## src/dbg_watch_pkg.sv

```systemverilog
package dbg_watch_pkg;
   // register indices on the coprocessor debug port
   localparam logic [3:0]  IDX_WVR0     = 4'h0;
   localparam logic [3:0]  IDX_WCR0     = 4'h4;
   localparam logic [3:0]  IDX_BXVR0    = 4'h8;
   localparam logic [3:0]  IDX_ROM_LO   = 4'hA;
   localparam logic [3:0]  IDX_ROM_HI   = 4'hB;
   localparam logic [3:0]  IDX_OSLAR    = 4'hC;
   localparam logic [3:0]  IDX_OSLSR    = 4'hD;
   localparam int          NUM_WATCH    = 4;
   localparam int          NUM_CTX_BP   = 2;
   localparam int          NUM_BP       = 6;
   // watch_addr_value layout
   localparam logic [31:0] WVR_WMASK    = 32'hFFFF_FFFC;
   // watch_ctrl layout
   localparam logic [31:0] WCR_WMASK    = 32'h1F1F_FFFF;
   localparam int          WCR_MASK_LO  = 24;
   localparam int          WCR_LINK     = 20;
   localparam int          WCR_LINK_IDX_LO = 16;
   localparam int          WCR_SECQ_LO     = 14;
   localparam int          WCR_HYPQ        = 13;
   localparam int          WCR_BYTE_SEL_LO = 5;
   localparam int          WCR_LDST_LO     = 3;
   localparam int          WCR_PRIVQ_LO    = 1;
   localparam int          WCR_EN       = 0;
   localparam logic [31:0] WCR_RST      = 32'h0000_0000;
   // os lock
   localparam logic [31:0] OS_LOCK_KEY  = 32'hC5AC_CE55;
   localparam int          OSLSR_LOCK   = 1;
   localparam logic [31:0] OSLSR_MODEL  = 32'h0000_0008;
   // rom table base
   localparam int          ROM_ADDR_W   = 28;
   localparam logic [1:0]  ROM_VALID    = 2'h3;
   localparam logic [1:0]  ROM_INVALID  = 2'h0;
endpackage

```

## src/watch_if.sv

```systemverilog
`timescale 1ns/10ps
`default_nettype none
interface watch_if;
   logic [31:0] value;
   logic [31:0] ctrl;
   logic        hit;
   modport cfg  (output value, output ctrl, input hit);
   modport unit (input value, input ctrl, output hit);
endinterface
`default_nettype wire

```

## src/watch_unit.sv

```systemverilog
`timescale 1ns/10ps
`default_nettype none
module watch_unit (
   input  wire logic        sys_clk_i,
   input  wire logic        srst_i,
   watch_if.unit            wp,
   input  wire logic        acc_valid_i,
   input  wire logic [31:0] acc_addr_i,
   input  wire logic [7:0]  acc_bytes_i,
   input  wire logic        acc_load_i,
   input  wire logic        acc_store_i,
   input  wire logic        acc_priv_i,
   input  wire logic        acc_ns_i,
   input  wire logic        acc_hyp_i,
   input  wire logic [5:0]  ctx_match_i
);
   typedef struct packed {
      logic hit;
   } unit_state_t;

   unit_state_t st;
   unit_state_t next_st;
   logic [4:0]  msk;
   logic [7:0]  byte_sel;
   logic [1:0]  ldst_sel;
   logic [1:0]  priv_sel;
   logic [1:0]  sec_sel;
   logic [3:0]  link_idx;
   logic [31:0] keep;
   logic [7:0]  watched;
   logic        addr_ok;
   logic        byte_ok;
   logic        type_ok;
   logic        priv_ok;
   logic        sec_ok;
   logic        ctx_ok;

   assign msk = wp.ctrl[dbg_watch_pkg::WCR_MASK_LO +: 5];
   assign byte_sel = wp.ctrl[dbg_watch_pkg::WCR_BYTE_SEL_LO +: 8];
   assign ldst_sel = wp.ctrl[dbg_watch_pkg::WCR_LDST_LO +: 2];
   assign priv_sel = wp.ctrl[dbg_watch_pkg::WCR_PRIVQ_LO +: 2];
   assign sec_sel  = wp.ctrl[dbg_watch_pkg::WCR_SECQ_LO +: 2];
   assign link_idx = wp.ctrl[dbg_watch_pkg::WCR_LINK_IDX_LO +: 4];

   always_comb begin
      // masked low bits drop out of the compare; reserved 1 and 2 act as 0
      keep = (msk < 5'h03) ? 32'hFFFF_FFF8 : ~((32'h1 << msk) - 32'h1);
      addr_ok = (((acc_addr_i ^ wp.value) & keep & 32'hFFFF_FFF8) == 32'h0);
      watched = wp.value[2] ? {byte_sel[3:0], 4'h0} : byte_sel;
      // any touched watched byte hits, whatever the access width
      byte_ok = (msk < 5'h03) ? ((acc_bytes_i & watched) != 8'h00) : (acc_bytes_i != 8'h00);
      type_ok = (ldst_sel[0] & acc_load_i) | (ldst_sel[1] & acc_store_i);
      // privilege of the access itself decides
      if (acc_hyp_i) begin
         priv_ok = priv_sel[0];
      end else begin
         priv_ok = acc_priv_i ? (priv_sel[0] & ~(wp.ctrl[dbg_watch_pkg::WCR_HYPQ] & acc_ns_i))
                              : priv_sel[1];
      end
      case (sec_sel)
         2'h1:    sec_ok = acc_ns_i;
         2'h2:    sec_ok = ~acc_ns_i;
         default: sec_ok = 1'b1;
      endcase
      // indices past the existing pairs never match
      ctx_ok = ~wp.ctrl[dbg_watch_pkg::WCR_LINK]
               | ((link_idx < 4'h6) && ctx_match_i[link_idx[2:0]]);
      next_st.hit = acc_valid_i & wp.ctrl[dbg_watch_pkg::WCR_EN] & addr_ok & byte_ok
                    & type_ok & priv_ok & sec_ok & ctx_ok;
   end

   always_ff @(posedge sys_clk_i) begin
      if (srst_i) begin
         st <= '0;
      end else begin
         st <= next_st;
      end
   end

   assign wp.hit = st.hit;

   property p_disabled_quiet;
      @(posedge sys_clk_i) disable iff (srst_i)
      !wp.ctrl[dbg_watch_pkg::WCR_EN] |=> !wp.hit;
   endproperty
   a_disabled_quiet: assert property (p_disabled_quiet) else $error("disabled pair hit");

   property p_load_only;
      @(posedge sys_clk_i) disable iff (srst_i)
      (wp.ctrl[4:3] == 2'h1) && !acc_load_i |=> !wp.hit;
   endproperty
   a_load_only: assert property (p_load_only) else $error("load-only watch hit a store");

   property p_link_needs_ctx;
      @(posedge sys_clk_i) disable iff (srst_i)
      wp.ctrl[dbg_watch_pkg::WCR_LINK] && (ctx_match_i == 6'h00) |=> !wp.hit;
   endproperty
   a_link_needs_ctx: assert property (p_link_needs_ctx) else $error("linked hit w/o ctx");

   c_hit: cover property (@(posedge sys_clk_i) disable iff (srst_i) wp.hit);
endmodule
`default_nettype wire

```

## src/dbg_watch_regs.sv

```systemverilog
`timescale 1ns/10ps
`default_nettype none
module dbg_watch_regs #(
   parameter logic [27:0] ROM_BASE_ADDR = 28'h0000000,
   parameter bit          ROM_BASE_OK   = 1'b0
) (
   input  wire logic        sys_clk_i,
   input  wire logic        srst_i,
   input  wire logic        reg_wr_i,
   input  wire logic        reg_rd_i,
   input  wire logic [3:0]  reg_idx_i,
   input  wire logic [31:0] reg_wdata_i,
   output logic [31:0]      reg_rdata_o,
   output logic             reg_rvalid_o,
   input  wire logic        long_desc_i,
   input  wire logic [7:0]  stage2_tag_i,
   input  wire logic        acc_valid_i,
   input  wire logic [31:0] acc_addr_i,
   input  wire logic [7:0]  acc_bytes_i,
   input  wire logic        acc_load_i,
   input  wire logic        acc_store_i,
   input  wire logic        acc_priv_i,
   input  wire logic        acc_ns_i,
   input  wire logic        acc_hyp_i,
   input  wire logic [5:0]  ctx_match_i,
   output logic [3:0]       watch_hit_o,
   output logic [1:0]       vm_match_o,
   output logic             os_lock_o,
   output logic             osr_cnt_clr_o
);
   // -----------------------------------------------------------------
   // state
   // -----------------------------------------------------------------
   typedef struct packed {
      logic [3:0][31:0] wvr;
      logic [3:0][31:0] wcr;
      logic [1:0][7:0]  bxvr;
      logic             lock;
      logic             osr_clr;
      logic [1:0]       vm_match;
      logic [31:0]      rdata;
      logic             rvalid;
   } regs_state_t;

   regs_state_t st;
   regs_state_t next_st;
   logic [1:0]  rom_valid;
   logic [63:0] rom_word;

   // -----------------------------------------------------------------
   // watch pairs
   // -----------------------------------------------------------------
   watch_if wif [dbg_watch_pkg::NUM_WATCH] ();

   genvar g;
   generate
      for (g = 0; g < dbg_watch_pkg::NUM_WATCH; g++) begin : g_pair
         assign wif[g].value = st.wvr[g];
         assign wif[g].ctrl  = st.wcr[g];
         assign watch_hit_o[g] = wif[g].hit;
         watch_unit u_unit (
            .sys_clk_i   (sys_clk_i),
            .srst_i      (srst_i),
            .wp          (wif[g]),
            .acc_valid_i (acc_valid_i),
            .acc_addr_i  (acc_addr_i),
            .acc_bytes_i (acc_bytes_i),
            .acc_load_i  (acc_load_i),
            .acc_store_i (acc_store_i),
            .acc_priv_i  (acc_priv_i),
            .acc_ns_i    (acc_ns_i),
            .acc_hyp_i   (acc_hyp_i),
            .ctx_match_i (ctx_match_i)
         );
      end
   endgenerate

   // -----------------------------------------------------------------
   // rom table base image
   // -----------------------------------------------------------------
   always_comb begin
      rom_valid = ROM_BASE_OK ? dbg_watch_pkg::ROM_VALID : dbg_watch_pkg::ROM_INVALID;
      // address field forced to zero while not valid
      rom_word = ROM_BASE_OK ? {24'h000000, ROM_BASE_ADDR, 10'h000, rom_valid}
                             : {62'h0, rom_valid};
   end

   // -----------------------------------------------------------------
   // register access and os lock
   // -----------------------------------------------------------------
   always_comb begin
      next_st = st;
      next_st.rvalid = reg_rd_i;
      next_st.osr_clr = 1'b0;
      for (int i = 0; i < dbg_watch_pkg::NUM_CTX_BP; i++) begin
         next_st.vm_match[i] = (st.bxvr[i] == stage2_tag_i);
      end
      if (reg_wr_i) begin
         case (reg_idx_i)
            4'h0, 4'h1, 4'h2, 4'h3: begin
               next_st.wvr[reg_idx_i[1:0]] = reg_wdata_i & dbg_watch_pkg::WVR_WMASK;
            end
            4'h4, 4'h5, 4'h6, 4'h7: begin
               next_st.wcr[reg_idx_i[1:0]] = reg_wdata_i & dbg_watch_pkg::WCR_WMASK;
            end
            4'h8, 4'h9: begin
               next_st.bxvr[reg_idx_i[0]] = reg_wdata_i[7:0];
            end
            dbg_watch_pkg::IDX_OSLAR: begin
               if (reg_wdata_i == dbg_watch_pkg::OS_LOCK_KEY) begin
                  next_st.lock = 1'b1;
                  next_st.osr_clr = 1'b1;
               end else begin
                  next_st.lock = 1'b0;
               end
            end
            default: begin
               next_st.lock = st.lock;
            end
         endcase
      end
      if (reg_rd_i) begin
         case (reg_idx_i)
            4'h0, 4'h1, 4'h2, 4'h3: next_st.rdata = st.wvr[reg_idx_i[1:0]];
            4'h4, 4'h5, 4'h6, 4'h7: next_st.rdata = st.wcr[reg_idx_i[1:0]];
            4'h8, 4'h9: next_st.rdata = {24'h000000, st.bxvr[reg_idx_i[0]]};
            dbg_watch_pkg::IDX_ROM_LO: next_st.rdata = rom_word[31:0];
            // upper word exists only under the long format
            dbg_watch_pkg::IDX_ROM_HI: next_st.rdata = long_desc_i ? rom_word[63:32] : 32'h0;
            dbg_watch_pkg::IDX_OSLSR: begin
               next_st.rdata = dbg_watch_pkg::OSLSR_MODEL
                               | ({31'h0, st.lock} << dbg_watch_pkg::OSLSR_LOCK);
            end
            default: next_st.rdata = 32'h0;
         endcase
      end
   end

   always_ff @(posedge sys_clk_i) begin
      if (srst_i) begin
         st <= '0;
      end else begin
         st <= next_st;
      end
   end

   assign reg_rdata_o   = st.rdata;
   assign reg_rvalid_o  = st.rvalid;
   assign os_lock_o     = st.lock;
   assign osr_cnt_clr_o = st.osr_clr;
   assign vm_match_o    = st.vm_match;

   // -----------------------------------------------------------------
   // checks
   // -----------------------------------------------------------------
   property p_wvr_low_zero;
      @(posedge sys_clk_i) disable iff (srst_i)
      reg_rd_i && (reg_idx_i < dbg_watch_pkg::IDX_WCR0) |=> reg_rvalid_o && reg_rdata_o[1:0] == 2'h0;
   endproperty
   a_wvr_low_zero: assert property (p_wvr_low_zero) else $error("wvr low bits set");

   property p_wvr_back;
      @(posedge sys_clk_i) disable iff (srst_i)
      reg_wr_i && reg_idx_i == dbg_watch_pkg::IDX_WVR0 ##1 !reg_wr_i
      ##1 reg_rd_i && reg_idx_i == dbg_watch_pkg::IDX_WVR0 && !reg_wr_i
      |=> reg_rdata_o[31:2] == $past(reg_wdata_i[31:2], 3);
   endproperty
   a_wvr_back: assert property (p_wvr_back) else $error("wvr readback wrong");

   property p_wcr_resv;
      @(posedge sys_clk_i) disable iff (srst_i)
      reg_rd_i && reg_idx_i[3:2] == 2'h1 |=> reg_rdata_o[31:29] == 3'h0 && reg_rdata_o[23:21] == 3'h0;
   endproperty
   a_wcr_resv: assert property (p_wcr_resv) else $error("wcr reserved bits set");

   property p_lock_key;
      @(posedge sys_clk_i) disable iff (srst_i)
      reg_wr_i && reg_idx_i == dbg_watch_pkg::IDX_OSLAR && reg_wdata_i == dbg_watch_pkg::OS_LOCK_KEY
      |=> os_lock_o && osr_cnt_clr_o ##1 !osr_cnt_clr_o;
   endproperty
   a_lock_key: assert property (p_lock_key) else $error("key did not lock");

   property p_unlock;
      @(posedge sys_clk_i) disable iff (srst_i)
      reg_wr_i && reg_idx_i == dbg_watch_pkg::IDX_OSLAR && reg_wdata_i != dbg_watch_pkg::OS_LOCK_KEY
      |=> !os_lock_o && !osr_cnt_clr_o;
   endproperty
   a_unlock: assert property (p_unlock) else $error("other value did not unlock");

   property p_lock_flag;
      @(posedge sys_clk_i) disable iff (srst_i)
      reg_rd_i && reg_idx_i == dbg_watch_pkg::IDX_OSLSR |=> reg_rdata_o[1] == $past(os_lock_o);
   endproperty
   a_lock_flag: assert property (p_lock_flag) else $error("lock flag mismatch");

   property p_rom_valid;
      @(posedge sys_clk_i) disable iff (srst_i)
      reg_rd_i && reg_idx_i == dbg_watch_pkg::IDX_ROM_LO
      |=> reg_rdata_o[1:0] == (ROM_BASE_OK ? 2'h3 : 2'h0);
   endproperty
   a_rom_valid: assert property (p_rom_valid) else $error("rom valid wrong");

   property p_rom_short;
      @(posedge sys_clk_i) disable iff (srst_i)
      reg_rd_i && reg_idx_i == dbg_watch_pkg::IDX_ROM_HI && !long_desc_i |=> reg_rdata_o == 32'h0;
   endproperty
   a_rom_short: assert property (p_rom_short) else $error("rom high word in short format");

   property p_vm_tag;
      @(posedge sys_clk_i) disable iff (srst_i)
      reg_wr_i && reg_idx_i == dbg_watch_pkg::IDX_BXVR0
      ##1 stage2_tag_i == $past(reg_wdata_i[7:0]) |=> vm_match_o[0];
   endproperty
   a_vm_tag: assert property (p_vm_tag) else $error("vm tag no match");

   property p_vm_miss;
      @(posedge sys_clk_i) disable iff (srst_i)
      reg_wr_i && reg_idx_i == 4'h9
      ##1 !reg_wr_i && stage2_tag_i != $past(reg_wdata_i[7:0]) |=> !vm_match_o[1];
   endproperty
   a_vm_miss: assert property (p_vm_miss) else $error("vm tag false match");

   property p_wcr_back;
      @(posedge sys_clk_i) disable iff (srst_i)
      reg_wr_i && reg_idx_i == dbg_watch_pkg::IDX_WCR0 ##1 !reg_wr_i
      ##1 reg_rd_i && reg_idx_i == dbg_watch_pkg::IDX_WCR0 && !reg_wr_i
      |=> reg_rdata_o == ($past(reg_wdata_i, 3) & dbg_watch_pkg::WCR_WMASK);
   endproperty
   a_wcr_back: assert property (p_wcr_back) else $error("wcr readback wrong");

   property p_bxvr_back;
      @(posedge sys_clk_i) disable iff (srst_i)
      reg_wr_i && reg_idx_i == dbg_watch_pkg::IDX_BXVR0 ##1 !reg_wr_i
      ##1 reg_rd_i && reg_idx_i == dbg_watch_pkg::IDX_BXVR0 && !reg_wr_i
      |=> reg_rdata_o == {24'h000000, $past(reg_wdata_i[7:0], 3)};
   endproperty
   a_bxvr_back: assert property (p_bxvr_back) else $error("tag readback wrong");

   property p_bxvr_upper;
      @(posedge sys_clk_i) disable iff (srst_i)
      reg_rd_i && reg_idx_i[3:1] == 3'h4 |=> reg_rdata_o[31:8] == 24'h000000;
   endproperty
   a_bxvr_upper: assert property (p_bxvr_upper) else $error("tag upper bits set");

   property p_unused_zero;
      @(posedge sys_clk_i) disable iff (srst_i)
      reg_rd_i && reg_idx_i > dbg_watch_pkg::IDX_OSLSR |=> reg_rdata_o == 32'h0000_0000;
   endproperty
   a_unused_zero: assert property (p_unused_zero) else $error("unused index not zero");

   property p_rom_lo_addr;
      @(posedge sys_clk_i) disable iff (srst_i)
      reg_rd_i && reg_idx_i == dbg_watch_pkg::IDX_ROM_LO
      |=> reg_rdata_o[31:12] == (ROM_BASE_OK ? ROM_BASE_ADDR[19:0] : 20'h00000)
          && reg_rdata_o[11:2] == 10'h000;
   endproperty
   a_rom_lo_addr: assert property (p_rom_lo_addr) else $error("rom low word wrong");

   property p_rom_hi_long;
      @(posedge sys_clk_i) disable iff (srst_i)
      reg_rd_i && reg_idx_i == dbg_watch_pkg::IDX_ROM_HI && long_desc_i
      |=> reg_rdata_o == (ROM_BASE_OK ? {24'h000000, ROM_BASE_ADDR[27:20]} : 32'h0000_0000);
   endproperty
   a_rom_hi_long: assert property (p_rom_hi_long) else $error("rom high word wrong");

   property p_lock_hold;
      @(posedge sys_clk_i) disable iff (srst_i)
      !(reg_wr_i && reg_idx_i == dbg_watch_pkg::IDX_OSLAR) |=> os_lock_o == $past(os_lock_o);
   endproperty
   a_lock_hold: assert property (p_lock_hold) else $error("lock moved w/o write");

   property p_clr_only_key;
      @(posedge sys_clk_i) disable iff (srst_i)
      !(reg_wr_i && reg_idx_i == dbg_watch_pkg::IDX_OSLAR
        && reg_wdata_i == dbg_watch_pkg::OS_LOCK_KEY) |=> !osr_cnt_clr_o;
   endproperty
   a_clr_only_key: assert property (p_clr_only_key) else $error("counter clear w/o key");

   property p_oslsr_fixed;
      @(posedge sys_clk_i) disable iff (srst_i)
      reg_rd_i && reg_idx_i == dbg_watch_pkg::IDX_OSLSR
      |=> reg_rdata_o[31:2] == 30'h0000_0002 && !reg_rdata_o[0];
   endproperty
   a_oslsr_fixed: assert property (p_oslsr_fixed) else $error("lock status bits wrong");

   property p_rvalid_on;
      @(posedge sys_clk_i) disable iff (srst_i)
      reg_rd_i |=> reg_rvalid_o;
   endproperty
   a_rvalid_on: assert property (p_rvalid_on) else $error("read not answered");

   property p_rvalid_off;
      @(posedge sys_clk_i) disable iff (srst_i)
      !reg_rd_i |=> !reg_rvalid_o;
   endproperty
   a_rvalid_off: assert property (p_rvalid_off) else $error("stray read valid");

   property p_rdata_hold;
      @(posedge sys_clk_i) disable iff (srst_i)
      !reg_rd_i |=> $stable(reg_rdata_o);
   endproperty
   a_rdata_hold: assert property (p_rdata_hold) else $error("read data moved");

   property p_no_acc_quiet;
      @(posedge sys_clk_i) disable iff (srst_i)
      !acc_valid_i |=> watch_hit_o == 4'h0;
   endproperty
   a_no_acc_quiet: assert property (p_no_acc_quiet) else $error("hit w/o access");

   property p_no_byte_quiet;
      @(posedge sys_clk_i) disable iff (srst_i)
      acc_bytes_i == 8'h00 |=> watch_hit_o == 4'h0;
   endproperty
   a_no_byte_quiet: assert property (p_no_byte_quiet) else $error("hit w/o bytes");

   property p_no_type_quiet;
      @(posedge sys_clk_i) disable iff (srst_i)
      !acc_load_i && !acc_store_i |=> watch_hit_o == 4'h0;
   endproperty
   a_no_type_quiet: assert property (p_no_type_quiet) else $error("hit w/o type");

   c_lock: cover property (@(posedge sys_clk_i) disable iff (srst_i) $rose(os_lock_o));
   c_unlock: cover property (@(posedge sys_clk_i) disable iff (srst_i) $fell(os_lock_o));
   c_rom_rd: cover property (@(posedge sys_clk_i) disable iff (srst_i)
      reg_rd_i && reg_idx_i == dbg_watch_pkg::IDX_ROM_HI && long_desc_i);
   c_any_hit: cover property (@(posedge sys_clk_i) disable iff (srst_i) watch_hit_o != 4'h0);
endmodule
`default_nettype wire

```

## config.mk

```make
export PLATFORM = sky130hd
export DESIGN_NAME = dbg_watch_regs
export DESIGN_NICKNAME = d
export VERILOG_FILES = /design/src/dbg_watch_pkg.sv /design/src/watch_if.sv /design/src/watch_unit.sv /design/src/dbg_watch_regs.sv
export SDC_FILE = /design/constraint.sdc
export NUM_CORES = 1
export LEC_CHECK = 0
export ABC_AREA = 0
export BUFFER_PORTS_ARGS = -buffer_cell sky130_fd_sc_hd__buf_2
export CORE_UTILIZATION = 35
export CTS_BUF_LIST = sky130_fd_sc_hd__clkbuf_4
export CTS_CLUSTER_SIZE = 24
export DETAILED_ROUTE_END_ITERATION = 8
export HOLD_SLACK_MARGIN = 0.03
export SLEW_MARGIN = 20
export SYNTH_ARGS = -nofsm -noshare
export SYNTH_HDL_FRONTEND = slang
export SYNTH_HIERARCHICAL = 1
export SYNTH_SLANG_ARGS = --single-unit
```

## constraint.sdc

```tcl
create_clock -name sys_clk_i -period 1.55 [get_ports sys_clk_i]
set_clock_uncertainty 0.15 [all_clocks]
set_input_delay 0.2325 -clock sys_clk_i [delete_from_list [all_inputs] [get_ports sys_clk_i]]
set_output_delay 0.2325 -clock sys_clk_i [all_outputs]
set_load 0.01 [all_outputs]
```

* Word level (Yosys, flattened, before mapping) *
Cells that the tools add are included.

word-level totals
  flip-flop bits (word level) = 313
  input port bits = 101
  output and inout port bits = 41
  logic and storage cells = 215

operators by class
  $add $sub $neg = 4
  magnitude comparators = 16
  eq/ne operators = 22
  shift operators = 4
  mux-type cells = 47
  bitwise logic cells = 79
  reduce and logical (&&, ||, !) cells = 24

operator list
  operator                 count
  $bwmux W128              2
  $mux W32                 7
  $and A32 B32 Y32         4
  $bmux W32 S2             2
  $logic_not A32 Y1        4
  $not A32 Y32             4
  $pmux W32 S4             1
  $shl A1 B5 Y32 const A   4
  $sub A32 B1 Y32 const B  4
  $xor A32 B32 Y32         4
  $demux W32 S2            1
  $mux W8                  7
  $and A1 B1 Y1            44
  $reduce_bool A8 Y1       5
  $and A8 B8 Y8            4
  $eq A32 B32 Y1 const B   1
  $lt A5 B2 Y1 const B     4
  $mux W1                  17
  $bwmux W16               1
  $eq A4 B3 Y1 const B     4
  $eq A4 B4 Y1 const B     4
  $eq A8 B8 Y1             2
  $lt A3 B4 Y1 const B     4
  $lt A4 B3 Y1 const B     4
  19 further kinds         58

* Depth between registers and ports, before layout *
  depth in word-level cells = 12
  gate-level depth with buffers = 7
  depth with buffers taken out = 7

* By module *
The synthesis kept the hierarchy.

by module, submodules not included
  module          times used  cells each  area an instance (um2)  seq. area each (um2)
  dbg_watch_regs  1           1,456       12,066.6                5,545.3
  watch_unit      4           126         887.1                   20.0

* Worst setup path after synthesis *
Ideal clock, no wire load.

  path kind = input -> register
  start point = input reg_idx_i[2]
  end point = register st (netlist bit wif[1].value[10])
  data arrival time = 1,422 ps
  required time = 1,268 ps
  slack = -155 ps
  stages = 6
  buffers on the path = 3
  cells stage by stage = buf_2 buf_2 or4_1 buf_2 nand2_1 a21oi_1

between the ends
  longest elaborated chain between the ends = 3

ends and longest elaborated chain
  element                                 line                   source
  from (decl)                             dbg_watch_regs.sv:11   input wire logic [3:0] reg_idx_i,
  $eq A4 B1 Y1 (tied with other cells)    dbg_watch_regs.sv:99   case (reg_idx_i)
  $reduce_or A4 Y1 (*)                    dbg_watch_regs.sv:99
  $reduce_and A2 Y1 (no source line) (*)  n/a
  to (signal assigned)                    dbg_watch_regs.sv:143  st <= next_st;
  to (decl)                               dbg_watch_regs.sv:45   regs_state_t st;

Mark *: on every way between the ends. The rest lies on a longest branch, timed or not.
A chain may end at the register's enable or synchronous reset.

* Worst setup path in the final report *
  start point = register st (netlist bit wif[0].ctrl[28])
  end point = register g_pair[0].u_unit.st

between the ends
  longest elaborated chain between the ends = 12

ends and longest elaborated chain
  element                          line              source
  $shl A1 B5 Y32                   watch_unit.sv:47  keep = (msk < 5'h03) ? 32'hFFFF_FFF8 : ~((32'h1 << msk) - 32'h1);
  $sub A32 B1 Y32                  watch_unit.sv:47
  $not A32 Y32                     watch_unit.sv:47
  $mux W32                         watch_unit.sv:47
  $and A32 B32 Y32                 watch_unit.sv:48  addr_ok = (((acc_addr_i ^ wp.value) & keep & 32'hFFFF_FFF8) == 32'h0);
  $logic_not A32 Y1                watch_unit.sv:48
  $and A1 B1 Y1                    watch_unit.sv:68  next_st.hit = acc_valid_i & wp.ctrl[dbg_watch_pkg::WCR_EN] & addr_ok & byte_ok
  $and A1 B1 Y1 (*)                watch_unit.sv:68
  $and A1 B1 Y1 (*) (4 in series)  watch_unit.sv:69  & type_ok & priv_ok & sec_ok & ctx_ok;
  to (signal assigned)             watch_unit.sv:76  st <= next_st;
  to (decl)                        watch_unit.sv:21  unit_state_t st;

Marked as above.

==> out/metrics.yaml <==
run_status:
  status: "finished with violations"
  violations: "design-rule violations, negative hold slack, negative setup slack"
routing:
  drc: 2
  wl_um: 70400
  drt_first_pass_iters: 8
  vias: 17000
  drt_iter0_markers: 1957
  wl_per_cell_um: 22.8
  postRouteAntennaNets: 0
  vias_per_cell: 5.51
clocking:
  cts_tree: "built"
  numCtsBuffers: 80
  h-tree-depth: 3
  cts.sinks: 281
  cts_max_path_buffers: 3
  cts_root_buf: "clkbuf_4"
  clkLatencyLatePin_ns: 0.83
  clkSlewWorstSetupHoldPaths_ns: 0.07
sta:
  min_period_ns: 1.79
  period_share_pct: 116
  slew_headroom_pct: 31.3
  setup_ws_ns: -0.243
  rsz0062_at_grt: "true"
  finalMaxSlewViolations: 0
  max_freq_mhz: 558
  tightest_slew_ns: 1.03
  hold_slack_ns: -0.123
  final-setup-viol-count: 49
  hold_violations: 9
  setup_tns_ns: -4.52
floorplanning:
  chipHeight_um: 213
  ios: 142
  core-area_mm2: 0.0441
  die_w_um: 213
  std_cell_rows: 77
  dieArea_mm2: 0.0455
  initial_core_util_pct: 35.4
setup_path:
  cp_slowest_cell: "dfxtp_1"
  worstPathRequired_ns: 2.09
  crit_type: "register to register"
  startpoint_type: "register"
  r2r_slack_ns: -0.24
  slowest_delay_ns: 0.43
  endpoint_kind: "register"
  arrival_ns: 2.34
  path_max_fanout: 7
  crit_chain: "buf_4, o211ai_1, a221oi_1, nand4_1, nor4_2"
placement:
  gp_congestion: 1.07
  placed_cells: 2879
  port_buffers: 137
  dp_hpwl_um: 50300
synth:
  synth_warnings: 6
  synth_fp_nets: 2068
  synth_area_mm2: 0.0156
  synthCells: 1959
  avgSynthCellArea_um2: 7.97
grt:
  grt.total_usage_pct: 30.8
  grt_overflow_total: 0
  grt_max_degree: 118
  grt_util_met3_pct: 6.00
  busiest_layer: "met2"
  grt.met2_usage_pct: 48.6
  grt_pass1_wl_um: 103000
  grt_pass1_vias: 16400
  antenna_found_initial: 3
  grtUsageMet1_pct: 41.0
cells_and_area:
  final_common_cell: "nand2_1"
  layout-drive-gt1-share_pct: 35.4
  ff_latch_area_mm2: 0.00574
  mostFrequentLayoutCells: "nand2_1, buf_4, a21oi_1"
  fin_nets: 2552
  area_growth_pct: 39.5
  n_fill_cell: 4311
  multiInputGateArea_mm2: 0.00934
  final_core_util_pct: 49.4
  final_cells: 3090
power_and_ir_drop:
  powerDensity_mw_per_mm2: 785
  ir_drop_mv: 0.349
  p_leak_nw: 8.43
flow_run:
  cap_violations: 0
hold_path:
  min-delay-path-class: "input pin to register"
state kept, by name (all words and copies together), names as in the netlist:
signal                flops
reg_rvalid_o              1
vm_match_o                2
osr_cnt_clr_o             1
g_pair.u_unit/wp.hit      4
st                       16
reg_rdata_o              32
wif.value               120
os_lock_o                 1
wif.ctrl                104
area by class of cell:
type                    instances  area share [%]
multi-input cells            1475            42.9
flip-flops and latches        281            26.3
repair buffers                596            22.6
clock buffers                 121            4.17
well taps                     592            3.40
clock inverters                15           0.385
inverters                       9           0.155
diodes                          1          0.0115
worst max-delay path: cells and delay by family (launching register included):
kind	cells	cell delay, ns
AO/OA/AOI/OAI	2	0.46
flip-flops	1	0.43
buffers and inverters	1	0.19
AND/OR/NAND/NOR	2	0.43
power by group:
group / internal (W) / switching [W] / total (W)
Clock: 0.00369 / 0.00346 / 0.00715
Sequential: 0.00731 / 0.0000880 / 0.00740
Combinational: 0.00111 / 0.00144 / 0.00255
Total: 0.0121 / 0.00499 / 0.0171
repair_timing:
action                                  in CTS  in global routing
pin swaps                                   27                 29
gates resized for setup                    124                 84
endpoints found under the hold margin      281                 13
gates cloned                                 0                  2
setup buffers                                2                  8
hold buffers                                64                  4
endpoints found under the setup margin      50                 92
routing by layer:
metal	wire length (um)	vias up
li1	-	7780
met4	2800	4
met2	31400	888
met1	29600	8195
met3	6540	171
met5	22	-
path summary, 6_finish.rpt:
| kind | startpoint | end | cells after the start |
|---|---|---|---|
| worst max register to register | wif[0].ctrl[28] | g_pair[0].u_unit/wp.hit | 5 |
| worst max-delay path | wif[0].ctrl[28] | g_pair[0].u_unit/wp.hit | 5 |
| worst min register to register | reg_rdata_o[14] | reg_rdata_o[14] | 2 |
| worst min-delay path | srst_i | g_pair[3].u_unit/wp.hit | 7 |
stage by stage:
stage	instance area, um2	power (W)	setup WS, ns
after floorplan	15700	0.00858	-0.0498
after global placement	19300	0.00981	-0.626
after detailed placement	19300	0.00982	-0.611
after CTS	21400	0.0171	-0.312
after global routing	21800	0.0178	-0.305
final	21800	0.0171	-0.243
(Power assumes the default switching activity.)
